[src/verilog/tmc_defines.svh]
// Constants for the transceiver mode configuration block
`ifndef TMC_DEFINES_SVH
`define TMC_DEFINES_SVH

// Character path widths
`define TMC_CHAR_W 12
`define TMC_WIDE_RAW_W 12
`define TMC_NARROW_RAW_W 10
`define TMC_WIDE_CODED_W 10
`define TMC_NARROW_CODED_W 8

// Transmit buffer shape
`define TMC_FIFO_DEPTH 16
`define TMC_FIFO_HALF 8

// Receive discard policy encodings
`define TMC_POL_KEEP_ALL 2'h0
`define TMC_POL_FLAG_FILL 2'h1
`define TMC_POL_DROP_FILL 2'h2
`define TMC_POL_DROP_BAD 2'h3

// Reference clock prescaler ratios
`define TMC_PRESCALE_UNITY 2'h1
`define TMC_PRESCALE_HALF 2'h2

`endif

[src/verilog/tmc_pkg.sv]
// Types for the transceiver mode configuration block
package tmc_pkg;

    typedef enum logic [1:0] {
        TMC_POL_KEEP_ALL = 2'h0,
        TMC_POL_FLAG_FILL = 2'h1,
        TMC_POL_DROP_FILL = 2'h2,
        TMC_POL_DROP_BAD = 2'h3
    } tmc_policy_t;

    typedef struct packed {
        logic tx_sel_q;
        logic [11:0] tx_hold_q;
        logic slot_q;
        logic [11:0] ser_char_q;
        logic ser_valid_q;
        logic [11:0] rx_data_q;
        logic rx_valid_q;
        logic rx_clk_q;
    } tmc_state_t;

endpackage

[src/verilog/tmc_fifo.sv]
// Parameterised synchronous FIFO with valid/ready on both sides
`timescale 1ns/1ps
`include "tmc_defines.svh"

module tmc_fifo #(
    parameter int WIDTH = `TMC_CHAR_W,
    parameter int DEPTH = `TMC_FIFO_DEPTH,
    parameter int AW = $clog2(DEPTH)
) (
    input wire logic clk_in,
    input wire logic rst_n_in,
    input wire logic in_valid_in,
    output logic in_ready_out,
    input wire logic [WIDTH-1:0] in_data_in,
    output logic out_valid_out,
    input wire logic out_ready_in,
    output logic [WIDTH-1:0] out_data_out,
    output logic [AW:0] level_out
);

    // ==========================================================
    // Storage and pointers
    logic [WIDTH-1:0] mem_q [DEPTH];
    logic [AW-1:0] wr_q;
    logic [AW-1:0] rd_q;
    logic [AW:0] cnt_q;
    logic push;
    logic pop;

    assign in_ready_out = (cnt_q != DEPTH[AW:0]);
    assign out_valid_out = (cnt_q != '0);
    assign push = in_valid_in && in_ready_out;
    assign pop = out_valid_out && out_ready_in;
    assign out_data_out = mem_q[rd_q];
    assign level_out = cnt_q;

    // Memory has no reset; only pointers and count carry control state
    always_ff @(posedge clk_in) begin
        if (push) begin
            mem_q[wr_q] <= in_data_in;
        end
    end

    always_ff @(posedge clk_in) begin
        if (!rst_n_in) begin
            wr_q <= '0;
            rd_q <= '0;
            cnt_q <= '0;
        end else begin
            if (push) begin
                wr_q <= wr_q + AW'(1);
            end
            if (pop) begin
                rd_q <= rd_q + AW'(1);
            end
            cnt_q <= cnt_q + (AW+1)'(push) - (AW+1)'(pop);
        end
    end

endmodule

[src/verilog/tmc_config.sv]
// Transceiver static mode configuration and host port logic
//
// Behaviour
// - Prescaler ratio follows the two range inputs only
// - Bypass, non-unity ratio: full flag toggles
// - Direct bus mode: enables, flags active low
// - Direct bus mode: data taken with enable
// - Cascade mode: enables/full/empty high, half-full low
// - Cascade mode: data taken cycle after enable
// - Bypass: transmit data synchronous to reference
// - Bypass: transmit flags synchronous to reference
// - Bypass: receive clock becomes recovered output
// - FIFOs on: writes and reads on clocks
// - Coding bypass: raw NRZ transmit, LSB first
// - Coding bypass: receive raw undecoded words
// - Coding on: 8B/10B encode and decode
// - Coding on: two-bit policy picks receive discard mode
`timescale 1ns/1ps
`include "tmc_defines.svh"

module tmc_config
    import tmc_pkg::*;
(
    input wire logic ref_clk_in,
    input wire logic rst_n_in,
    input wire logic rate_range_select_in,
    input wire logic prescaler_range_select_in,
    input wire logic external_fifo_mode_in,
    input wire logic fifo_bypass_n_in,
    input wire logic coding_bypass_n_in,
    input wire logic character_width_select_in,
    input wire logic serial_loop_through_select_in,
    input wire logic [1:0] receive_discard_policy_in,
    input wire logic transmit_enable_in,
    input wire logic [11:0] tx_data_in,
    output logic transmit_full_flag_out,
    output logic tx_half_full_n_out,
    output logic tx_empty_flag_out,
    input wire logic ser_char_ready_in,
    output logic [11:0] ser_char_out,
    output logic ser_char_valid_out,
    output logic encode_enable_out,
    output logic [1:0] prescale_ratio_out,
    input wire logic rx_char_strobe_in,
    input wire logic [11:0] rx_char_in,
    input wire logic rx_fill_char_in,
    input wire logic rx_code_error_in,
    input wire logic receive_enable_in,
    output logic [11:0] rx_data_out,
    output logic rx_empty_flag_out,
    output logic decode_enable_out,
    output logic receive_side_clock_out,
    output logic receive_side_clock_oe_out,
    output logic config_error_out
);

    // ==========================================================
    // Mode decode
    logic bypass;
    logic cascade;
    logic coded;
    logic nonunity;
    logic ref_fast;
    logic tx_active;
    logic rx_active;
    logic [11:0] width_mask;
    tmc_policy_t policy;

    assign bypass = !fifo_bypass_n_in;
    assign cascade = external_fifo_mode_in;
    assign coded = coding_bypass_n_in;
    assign policy = tmc_policy_t'(receive_discard_policy_in);

    // Reference runs faster than characters in these settings
    assign ref_fast = prescaler_range_select_in ||
        !rate_range_select_in;
    assign nonunity = bypass && ref_fast;

    // Ratio is a pure function of static pins, so no state
    assign prescale_ratio_out = ref_fast ? `TMC_PRESCALE_HALF :
        `TMC_PRESCALE_UNITY;

    // Enable polarity flips with the cascade option
    assign tx_active = cascade ? transmit_enable_in :
        !transmit_enable_in;
    assign rx_active = cascade ? receive_enable_in :
        !receive_enable_in;

    assign encode_enable_out = coded;
    assign decode_enable_out = coded;

    // ==========================================================
    // Character width
    logic [3:0] char_bits;

    // Usable character bits per coding and width choice
    always_comb begin
        if (coded) begin
            if (character_width_select_in) begin
                char_bits = 4'(`TMC_NARROW_CODED_W);
            end else begin
                char_bits = 4'(`TMC_WIDE_CODED_W);
            end
        end else begin
            if (character_width_select_in) begin
                char_bits = 4'(`TMC_NARROW_RAW_W);
            end else begin
                char_bits = 4'(`TMC_WIDE_RAW_W);
            end
        end
    end

    // One compare per bit keeps the mask in step with the widths
    for (genvar i = 0; i < `TMC_CHAR_W; i++) begin : g_mask
        assign width_mask[i] = (4'(i) < char_bits);
    end

    // ==========================================================
    // Host wiring checks
    logic width_misuse;
    logic loop_misuse;

    // Misuse indicator; the device cannot correct host wiring
    assign width_misuse = bypass && coded &&
        !character_width_select_in;
    assign loop_misuse = bypass && serial_loop_through_select_in;
    assign config_error_out = width_misuse || loop_misuse;

    // ==========================================================
    // Transmit buffer
    tmc_state_t s_q;
    tmc_state_t s_d;
    logic fifo_in_valid;
    logic fifo_in_ready;
    logic [11:0] fifo_in_data;
    logic fifo_out_valid;
    logic fifo_out_ready;
    logic [11:0] fifo_out_data;
    logic [4:0] fifo_level;
    logic take_now;
    logic full_active;
    logic half_active;
    logic empty_active;

    // Host may only write in accepting character slots
    always_comb begin
        if (cascade) begin
            take_now = s_q.tx_sel_q;
            fifo_in_data = s_q.tx_hold_q;
        end else begin
            take_now = tx_active;
            fifo_in_data = tx_data_in;
        end
    end

    // All host writes use the reference clock; a separate write
    // clock is not modelled, so both FIFO modes share one domain
    assign fifo_in_valid = take_now && s_q.slot_q;
    assign fifo_out_ready = ser_char_ready_in;

    tmc_fifo #(
        .WIDTH(`TMC_CHAR_W),
        .DEPTH(`TMC_FIFO_DEPTH)
    ) u_tx_fifo (
        .clk_in(ref_clk_in),
        .rst_n_in(rst_n_in),
        .in_valid_in(fifo_in_valid),
        .in_ready_out(fifo_in_ready),
        .in_data_in(fifo_in_data),
        .out_valid_out(fifo_out_valid),
        .out_ready_in(fifo_out_ready),
        .out_data_out(fifo_out_data),
        .level_out(fifo_level)
    );

    // ==========================================================
    // Transmit flags
    always_comb begin
        if (nonunity) begin
            full_active = !s_q.slot_q || !fifo_in_ready;
        end else begin
            full_active = !fifo_in_ready;
        end
        half_active = (fifo_level >= 5'(`TMC_FIFO_HALF));
        empty_active = !fifo_out_valid;
    end

    assign transmit_full_flag_out = cascade ? full_active :
        !full_active;
    assign tx_empty_flag_out = cascade ? empty_active :
        !empty_active;
    assign tx_half_full_n_out = !half_active;

    // ==========================================================
    // Receive qualifiers
    logic rx_read;
    logic rx_expire;
    logic ser_take;
    logic rx_drop;
    logic rx_mark;

    // Reads only exist while the receive buffer is in the path
    assign rx_read = !bypass && rx_active;
    // Without a buffer a word is only good until the next one
    assign rx_expire = bypass && rx_char_strobe_in;
    assign ser_take = fifo_out_valid && ser_char_ready_in;

    // Discard policy acts only on decoded traffic
    always_comb begin
        rx_drop = 1'b0;
        rx_mark = 1'b0;
        if (coded) begin
            case (policy)
                TMC_POL_KEEP_ALL: begin
                    rx_drop = 1'b0;
                end
                TMC_POL_FLAG_FILL: begin
                    rx_mark = rx_fill_char_in;
                end
                TMC_POL_DROP_FILL: begin
                    rx_drop = rx_fill_char_in;
                end
                TMC_POL_DROP_BAD: begin
                    rx_drop = rx_fill_char_in ||
                        rx_code_error_in;
                end
                default: begin
                    rx_drop = 1'b0;
                end
            endcase
        end
    end

    // ==========================================================
    // Next state
    always_comb begin
        s_d = s_q;

        // Cascade mode latches the data one cycle after selection
        s_d.tx_sel_q = tx_active;
        s_d.tx_hold_q = tx_data_in;

        // Slot marker halves the reference rate when non-unity
        if (nonunity) begin
            s_d.slot_q = !s_q.slot_q;
        end else begin
            s_d.slot_q = 1'b1;
        end

        // Serialiser side: one registered character per request
        s_d.ser_valid_q = 1'b0;
        if (ser_take) begin
            s_d.ser_char_q = fifo_out_data & width_mask;
            s_d.ser_valid_q = 1'b1;
        end

        // Host read consumes the word; FIFO mode only
        if (rx_read) begin
            s_d.rx_valid_q = 1'b0;
        end
        // Bypass valid lasts one recovered character
        if (rx_expire) begin
            s_d.rx_valid_q = 1'b0;
        end
        // A new character wins over a read in the same cycle
        if (rx_char_strobe_in) begin
            s_d.rx_clk_q = !s_q.rx_clk_q;
            if (!rx_drop) begin
                s_d.rx_data_q = rx_char_in & width_mask;
                s_d.rx_valid_q = !rx_mark;
            end
        end
    end

    // ==========================================================
    // State register
    always_ff @(posedge ref_clk_in) begin
        if (!rst_n_in) begin
            s_q <= '0;
            s_q.slot_q <= 1'b1;
        end else begin
            s_q <= s_d;
        end
    end

    // ==========================================================
    // Receive outputs
    assign rx_data_out = s_q.rx_data_q;
    assign rx_empty_flag_out = cascade ? !s_q.rx_valid_q :
        s_q.rx_valid_q;
    // Recovered clock only leaves the pin in bypass mode
    assign receive_side_clock_out = s_q.rx_clk_q;
    assign receive_side_clock_oe_out = bypass;
    assign ser_char_out = s_q.ser_char_q;
    assign ser_char_valid_out = s_q.ser_valid_q;

endmodule

[config.mk]
export PLATFORM = sky130hd
export DESIGN_NAME = tmc_config
export DESIGN_NICKNAME = d
export VERILOG_FILES = /design/src/verilog/tmc_pkg.sv /design/src/verilog/tmc_fifo.sv /design/src/verilog/tmc_config.sv
export VERILOG_INCLUDE_DIRS = /design/src /design/src/verilog
export SDC_FILE = /design/constraint.sdc
export NUM_CORES = 1
export LEC_CHECK = 0
export BUFFER_PORTS_ARGS = -buffer_cell sky130_fd_sc_hd__buf_2
export CAP_MARGIN = 30
export CORE_UTILIZATION = 60
export CTS_CLUSTER_DIAMETER = 40
export DETAILED_ROUTE_END_ITERATION = 10
export PLACE_DENSITY_LB_ADDON = 0.08
export SKIP_CTS_REPAIR_TIMING = 1
export SYNTH_ARGS = -nofsm -noshare
export SYNTH_HDL_FRONTEND = slang
export SYNTH_HIERARCHICAL = 1
export SYNTH_SLANG_ARGS = --single-unit
[constraint.sdc]
create_clock -name ref_clk_in -period 3.69 [get_ports ref_clk_in]
set_clock_uncertainty 0.1 [all_clocks]
set_input_delay 0.738 -clock ref_clk_in [delete_from_list [all_inputs] [get_ports ref_clk_in]]
set_output_delay 0.738 -clock ref_clk_in [all_outputs]
set_load 0.01 [all_outputs]
Word level (Yosys, flattened, before mapping) --
Memories as Yosys holds them, arrays and structs flattened. A register that Yosys moved wholly into a read port is not among the register bits. Cells that the tools add are included.
Word-level totals: bits in registers 54, memory bits (writable) 192, input bits 41, output and inout bits 36, logic and storage cells 90, memories 1
Operators by class: add/subtract/negate cells 4, order comparisons 13, equality and inequality tests 4, muxes and demuxes 25, bitwise gates (word level) 3, reduce and logical (&&, ||, !) cells 29
Memory list:
- u_tx_fifo.mem_q | depth 16, bits a word 12, read ports 1, clocked after memory_dff 1, write ports 1, line tmc_fifo.sv:23 | logic [WIDTH-1:0] mem_q [DEPTH];
Operator list (count):
- bitwise AND 12 bit | 2
- < comparator 3 x 4 -> 1 bit (first input constant) | 4
- < comparator 4 bit (first input constant) | 4
- 2-to-1 mux 1 bit | 16
- zero test 1 bit | 13
- 2-to-1 mux 12 bit | 1
- logical AND 1 bit | 9
- adder 4 x 1 -> 4 bit (second input constant) | 2
- < comparator 1 x 4 -> 1 bit (first input constant) | 2
- < comparator 2 x 4 -> 1 bit (first input constant) | 2
- 2-to-1 mux 4 bit | 2
- 2-to-1 mux 2 bit | 3
- 2-to-1 mux 3 bit | 2
- adder 5 x 1 -> 5 bit | 1
- >= comparator 5 x 4 -> 1 bit (second input constant) | 1
- != test 5 bit (second input constant) | 1
- nonzero test 5 bit | 1
- subtractor 5 x 1 -> 5 bit | 1
- equality test 2 bit (second input constant) | 2
- logical OR 1 bit | 4
- AND reduction 2 bit | 2
- equality test 2 x 1 -> 1 bit (second input constant) | 1
- case mux 1 bit (2 select lines) | 1
- inverter 1 bit | 1

Logic depth before layout (Yosys ltp) --
word-level depth 7, mapped depth 16, depth with buffers taken out 14

Hierarchy --
The synthesis kept the hierarchy.
Modules (own cells, without submodules):
- tmc_fifo | instances 1, cells each 404, area an instance 8350.5 um2, seq. area each 6105.9 um2
- tmc_config | instances 1, cells each 216, area an instance 2073.2 um2, seq. area each 820.8 um2

Worst setup path before layout --
OpenSTA, ideal clock, no wires.
path kind input to register, start input external_fifo_mode_in, end memory u_tx_fifo/mem_q[3][0] (netlist name), enable pin, library setup time 412 ps, arrival 2813 ps, data required time 3178 ps, slack 364 ps, stages 7, cell sequence buf_4 buf_4 o21ai_0 and2_1 nand2_1 buf_2 nor4_1
On the way: word-level cells in the longest chain between the ends 6
RTL lines:
- from (decl) | line tmc_config.sv:28 | input wire logic external_fifo_mode_in,
- 2-to-1 mux 1 bit | line tmc_config.sv:84 | assign tx_active = cascade ? transmit_enable_in :
- 2-to-1 mux 1 bit (*) | line tmc_config.sv:147 | if (cascade) begin
- logical AND 1 bit (*) | line tmc_config.sv:158 | assign fifo_in_valid = take_now && s_q.slot_q;
- net fifo_in_valid | line tmc_config.sv:133 | logic fifo_in_valid;
- logical AND 1 bit (*) | line tmc_fifo.sv:32 | assign push = in_valid_in && in_ready_out;
- 2-to-1 mux 1 bit (*) | line tmc_fifo.sv:39 | if (push) begin
- 2-to-1 mux 1 bit (not written as such) (*) | line tmc_fifo.sv:40 | mem_q[wr_q] <= in_data_in;
- to (decl) | line tmc_fifo.sv:23
Mark *: on every way through the listed nets, which the timed path passes. The rest lies on a longest branch.

Worst setup path after layout --
start register u_tx_fifo.cnt_q[3] (netlist: u_tx_fifo/level_out[3]), end register u_tx_fifo.cnt_q[4] (netlist: u_tx_fifo/level_out[4])
On the way: elaborated cells between the ends (all ways) 6, classes of those cells add/sub (2); eq/ne (1); reduce/logical (3)
RTL lines:
- from (decl) | line tmc_fifo.sv:26 | logic [AW:0] cnt_q;
- from (signal assigned) | line tmc_fifo.sv:56 | cnt_q <= cnt_q + (AW+1)'(push) - (AW+1)'(pop);
- nonzero test 5 bit | line tmc_fifo.sv:31 | assign out_valid_out = (cnt_q != '0);
- net fifo_out_valid | line tmc_config.sv:136 | logic fifo_out_valid;
- logical AND 1 bit | line tmc_fifo.sv:33 | assign pop = out_valid_out && out_ready_in;
- subtractor 5 x 1 -> 5 bit | line tmc_fifo.sv:56
The timed path passes the listed nets, and every way through them passes these cells. A chain may end at the register's enable or synchronous reset.

==> qor.yml <==
synth_cell_types: 50
grt_most_used_layer: "met2"
ys_warn_count: 6
clockBufferDepth: 3
hold_viol_final: 0
synth_flop_cell: "edfxtp_1"
use_met1_pct: 32.1
maxCapViolCount: 0
placed_area_um2: 10700
crit_path_end_kind: "flip-flop"
synthArstFlopShare_pct: 0
path_clk_slew_ns: 0.05
start_util_pct: 62.2
setup_viol: 0
grt_max_degree: 30
routed_via_density: 5.95
status: "completed"
drive_gt1_share_pct: 30.2
netlist_instances: 620
placed_cells: 869
nFillCells: 1053
regToRegSetupSlack_ns: 0.51
wire_per_inst_um: 22.1
use_met2_pct: 40.5
drt_iter0_drc: 404
path_class: "flip-flop to flip-flop"
drt-total-wl_um: 20600
grt_pass1_vias: 5704
worst_r2r_endpoint: "u_tx_fifo/level_out[4]"
ys_seq_elements: 250
area_growth_pct: 13.9
crit_required_ns: 3.97
rows: 47
htreeDepth: 2
ys_seq_area_share_pct: 66.5
insertion_delay_ns: 0.50
holdPathEnd: "s_q[27]"
die_area_um2: 17900
cpMaxStageDelayCell: "or4b_1"
reg2reg_from: "u_tx_fifo/level_out[3]"
dp_hpwl_um: 13000
finalSetupTns_ns: 0
synth_common_cells: "edfxtp_1, dfxtp_1, nand2_1, buf_4, and2_1"
die_x_um: 134
gp_congestion: 0.841
hold_depth: 1
ir_drop_mv: 0.538
maxSlewViolCount: 0
startpoint_type: "flip-flop"
crit_fanout: 7
cts-root-buf: "clkbuf_16"
synth_nets: 673
ff2ff_path_depth: 14
path_common_cell: "inv_1"
powerDensity_nw_per_um2: 670
path_buf_inv: 4
critPathTopFamily: "simple AND/OR/NAND/NOR gates"
tightest_slew_ns: 0.713
fin_nets: 739
synthesis.area_um2: 10400
path_cells: "inv_1, ha_1, or4b_1, nand2_4, inv_1, ha_1, inv_1, ha_1, inv_1, fa_1, nand2b_1, a21oi_1, o21ai_0, and3b_1"
io_buffers: 76
ys_top_cells_by_area: "edfxtp_1, dfxtp_1, mux4_1, mux4_2, buf_4"
drt-pass1-iter-count: 5
antenna_left: 0
dieHeight_um: 134
max_stage_delay_ns: 0.64
ios: 77
antenna_found_initial: 0
power.leakage_uw: 0.00419
avgSynthCellArea_um2: 16.8
cts_tree: "done"
antenna-diode-count: 0
hold_class: "flip-flop to flip-flop"
vias: 5549
coreArea_um2: 16800
cts-buffers-inserted: 35
arrival_ns: 3.45
yosysMostFrequentCell: "edfxtp_1"
groute.layer.met3.usage_pct: 4.95
drc: 0
yosysTopAreaCellShare_pct: 55.3
final_cell_count_no_fill: 932
cts_num_sinks: 250
final.period_utilization_pct: 86.1
final_area_um2: 11900
yosysTopAreaCell: "edfxtp_1"
synth_edf_count: 192
grt_first_pass_wirelength_um: 32000
min_period_ns: 3.18
rsz0062_at_grt: "no"
hp-start: "s_q[27]"
track_usage_pct: 24.3
slew-limit-headroom_pct: 52.4
fmaxAchievable_ghz: 0.315
grt_overflow: 0
## through the flow
step | setup slack [ns] | util [%] | hold WS [ns] | total power (µW)
global placement | 0.611 | 63.7 | 0.297 | 4670
finish | 0.514 | 70.8 | 0.312 | 7950
global route | 0.361 | 70.8 | 0.339 | 8270
CTS | 0.534 | 70.8 | 0.311 | 8020
detailed placement | 0.531 | 63.8 | 0.303 | 4710
floorplan | 0.364 | - | 0.279 | 4430
## report_power, final
part / internal, µW / switching, µW / total [µW]
sequential: 3180 / 136 / 3320
clock: 2120 / 1190 / 3310
combinational: 635 / 694 / 1330
## worst max-delay path by stage
stage / from / to / slack, ns / cells past startpoint
detailed placement: external_fifo_mode_in / u_tx_fifo/level_out[4] / 0.53 / 13
global placement: external_fifo_mode_in / u_tx_fifo/level_out[4] / 0.61 / 13
floorplan: external_fifo_mode_in / u_tx_fifo/mem_q[3][0] / 0.36 / 7
finish: u_tx_fifo/level_out[3] / u_tx_fifo/level_out[4] / 0.51 / 14
global route: u_tx_fifo/level_out[2] / u_tx_fifo/level_out[4] / 0.36 / 14
CTS: u_tx_fifo/level_out[3] / u_tx_fifo/level_out[4] / 0.53 / 14
## cell type report
class                           instances  area, µm²  area share [%]
Multi-Input combinational cell        291       2920            24.6
Sequential cell                       250       6930            58.4
Tap cell                              220        275            2.32
Timing Repair Buffer                   89        490            4.13
Clock inverter                         22        239            2.01
Clock buffer                           41        941            7.93
Inverter                               19       71.3           0.601
## placed cells by master (no fill, tap or decap), types with 5 or more instances in the layout
cell       count
a22oi_1       24
ha_1          11
a21oi_1       19
mux2_2        12
nand2_1       39
a21oi_2        9
buf_4         12
nor2_1        11
o211ai_2      10
mux4_2        24
inv_1         18
xor2_1         5
xnor2_1        8
mux4_1        24
clkbuf_16     37
buf_2         76
edfxtp_1     192
clkinv_2       5
dfxtp_1       56
nand3_1        8
and2_1        32
o211ai_1      11
## flip-flops by register name (all words and copies together), names as in the netlist, named ones only
| name | cells |
|---|---|
| u_tx_fifo/mem_q | 192 |
| s_q | 15 |
| rx_data_out | 12 |
| ser_char_out | 12 |
| u_tx_fifo/wr_q | 4 |
| u_tx_fifo/rd_q | 4 |
| u_tx_fifo/level_out | 5 |
| ser_char_valid_out | 1 |
| receive_side_clock_out | 1 |
## logic make-up after synthesis
logic type,share of synthesized area [%]
AOI/OAI and AO/OA,6.55
xor gates and xnor gates,1.09
adders and majority gates,1.51
buffers and inverters,5.76
DFF,66.5
muxes,12.5
and+or+nand+nor,6.10
## layer usage
metal  share of wire (%)  vias up
met3                 6.2       40
li1                    -     2519
met5                   0        -
met2                  50      165
met4                 2.5        0
met1                  41     2825
Power figures use the tool's default switching activity.
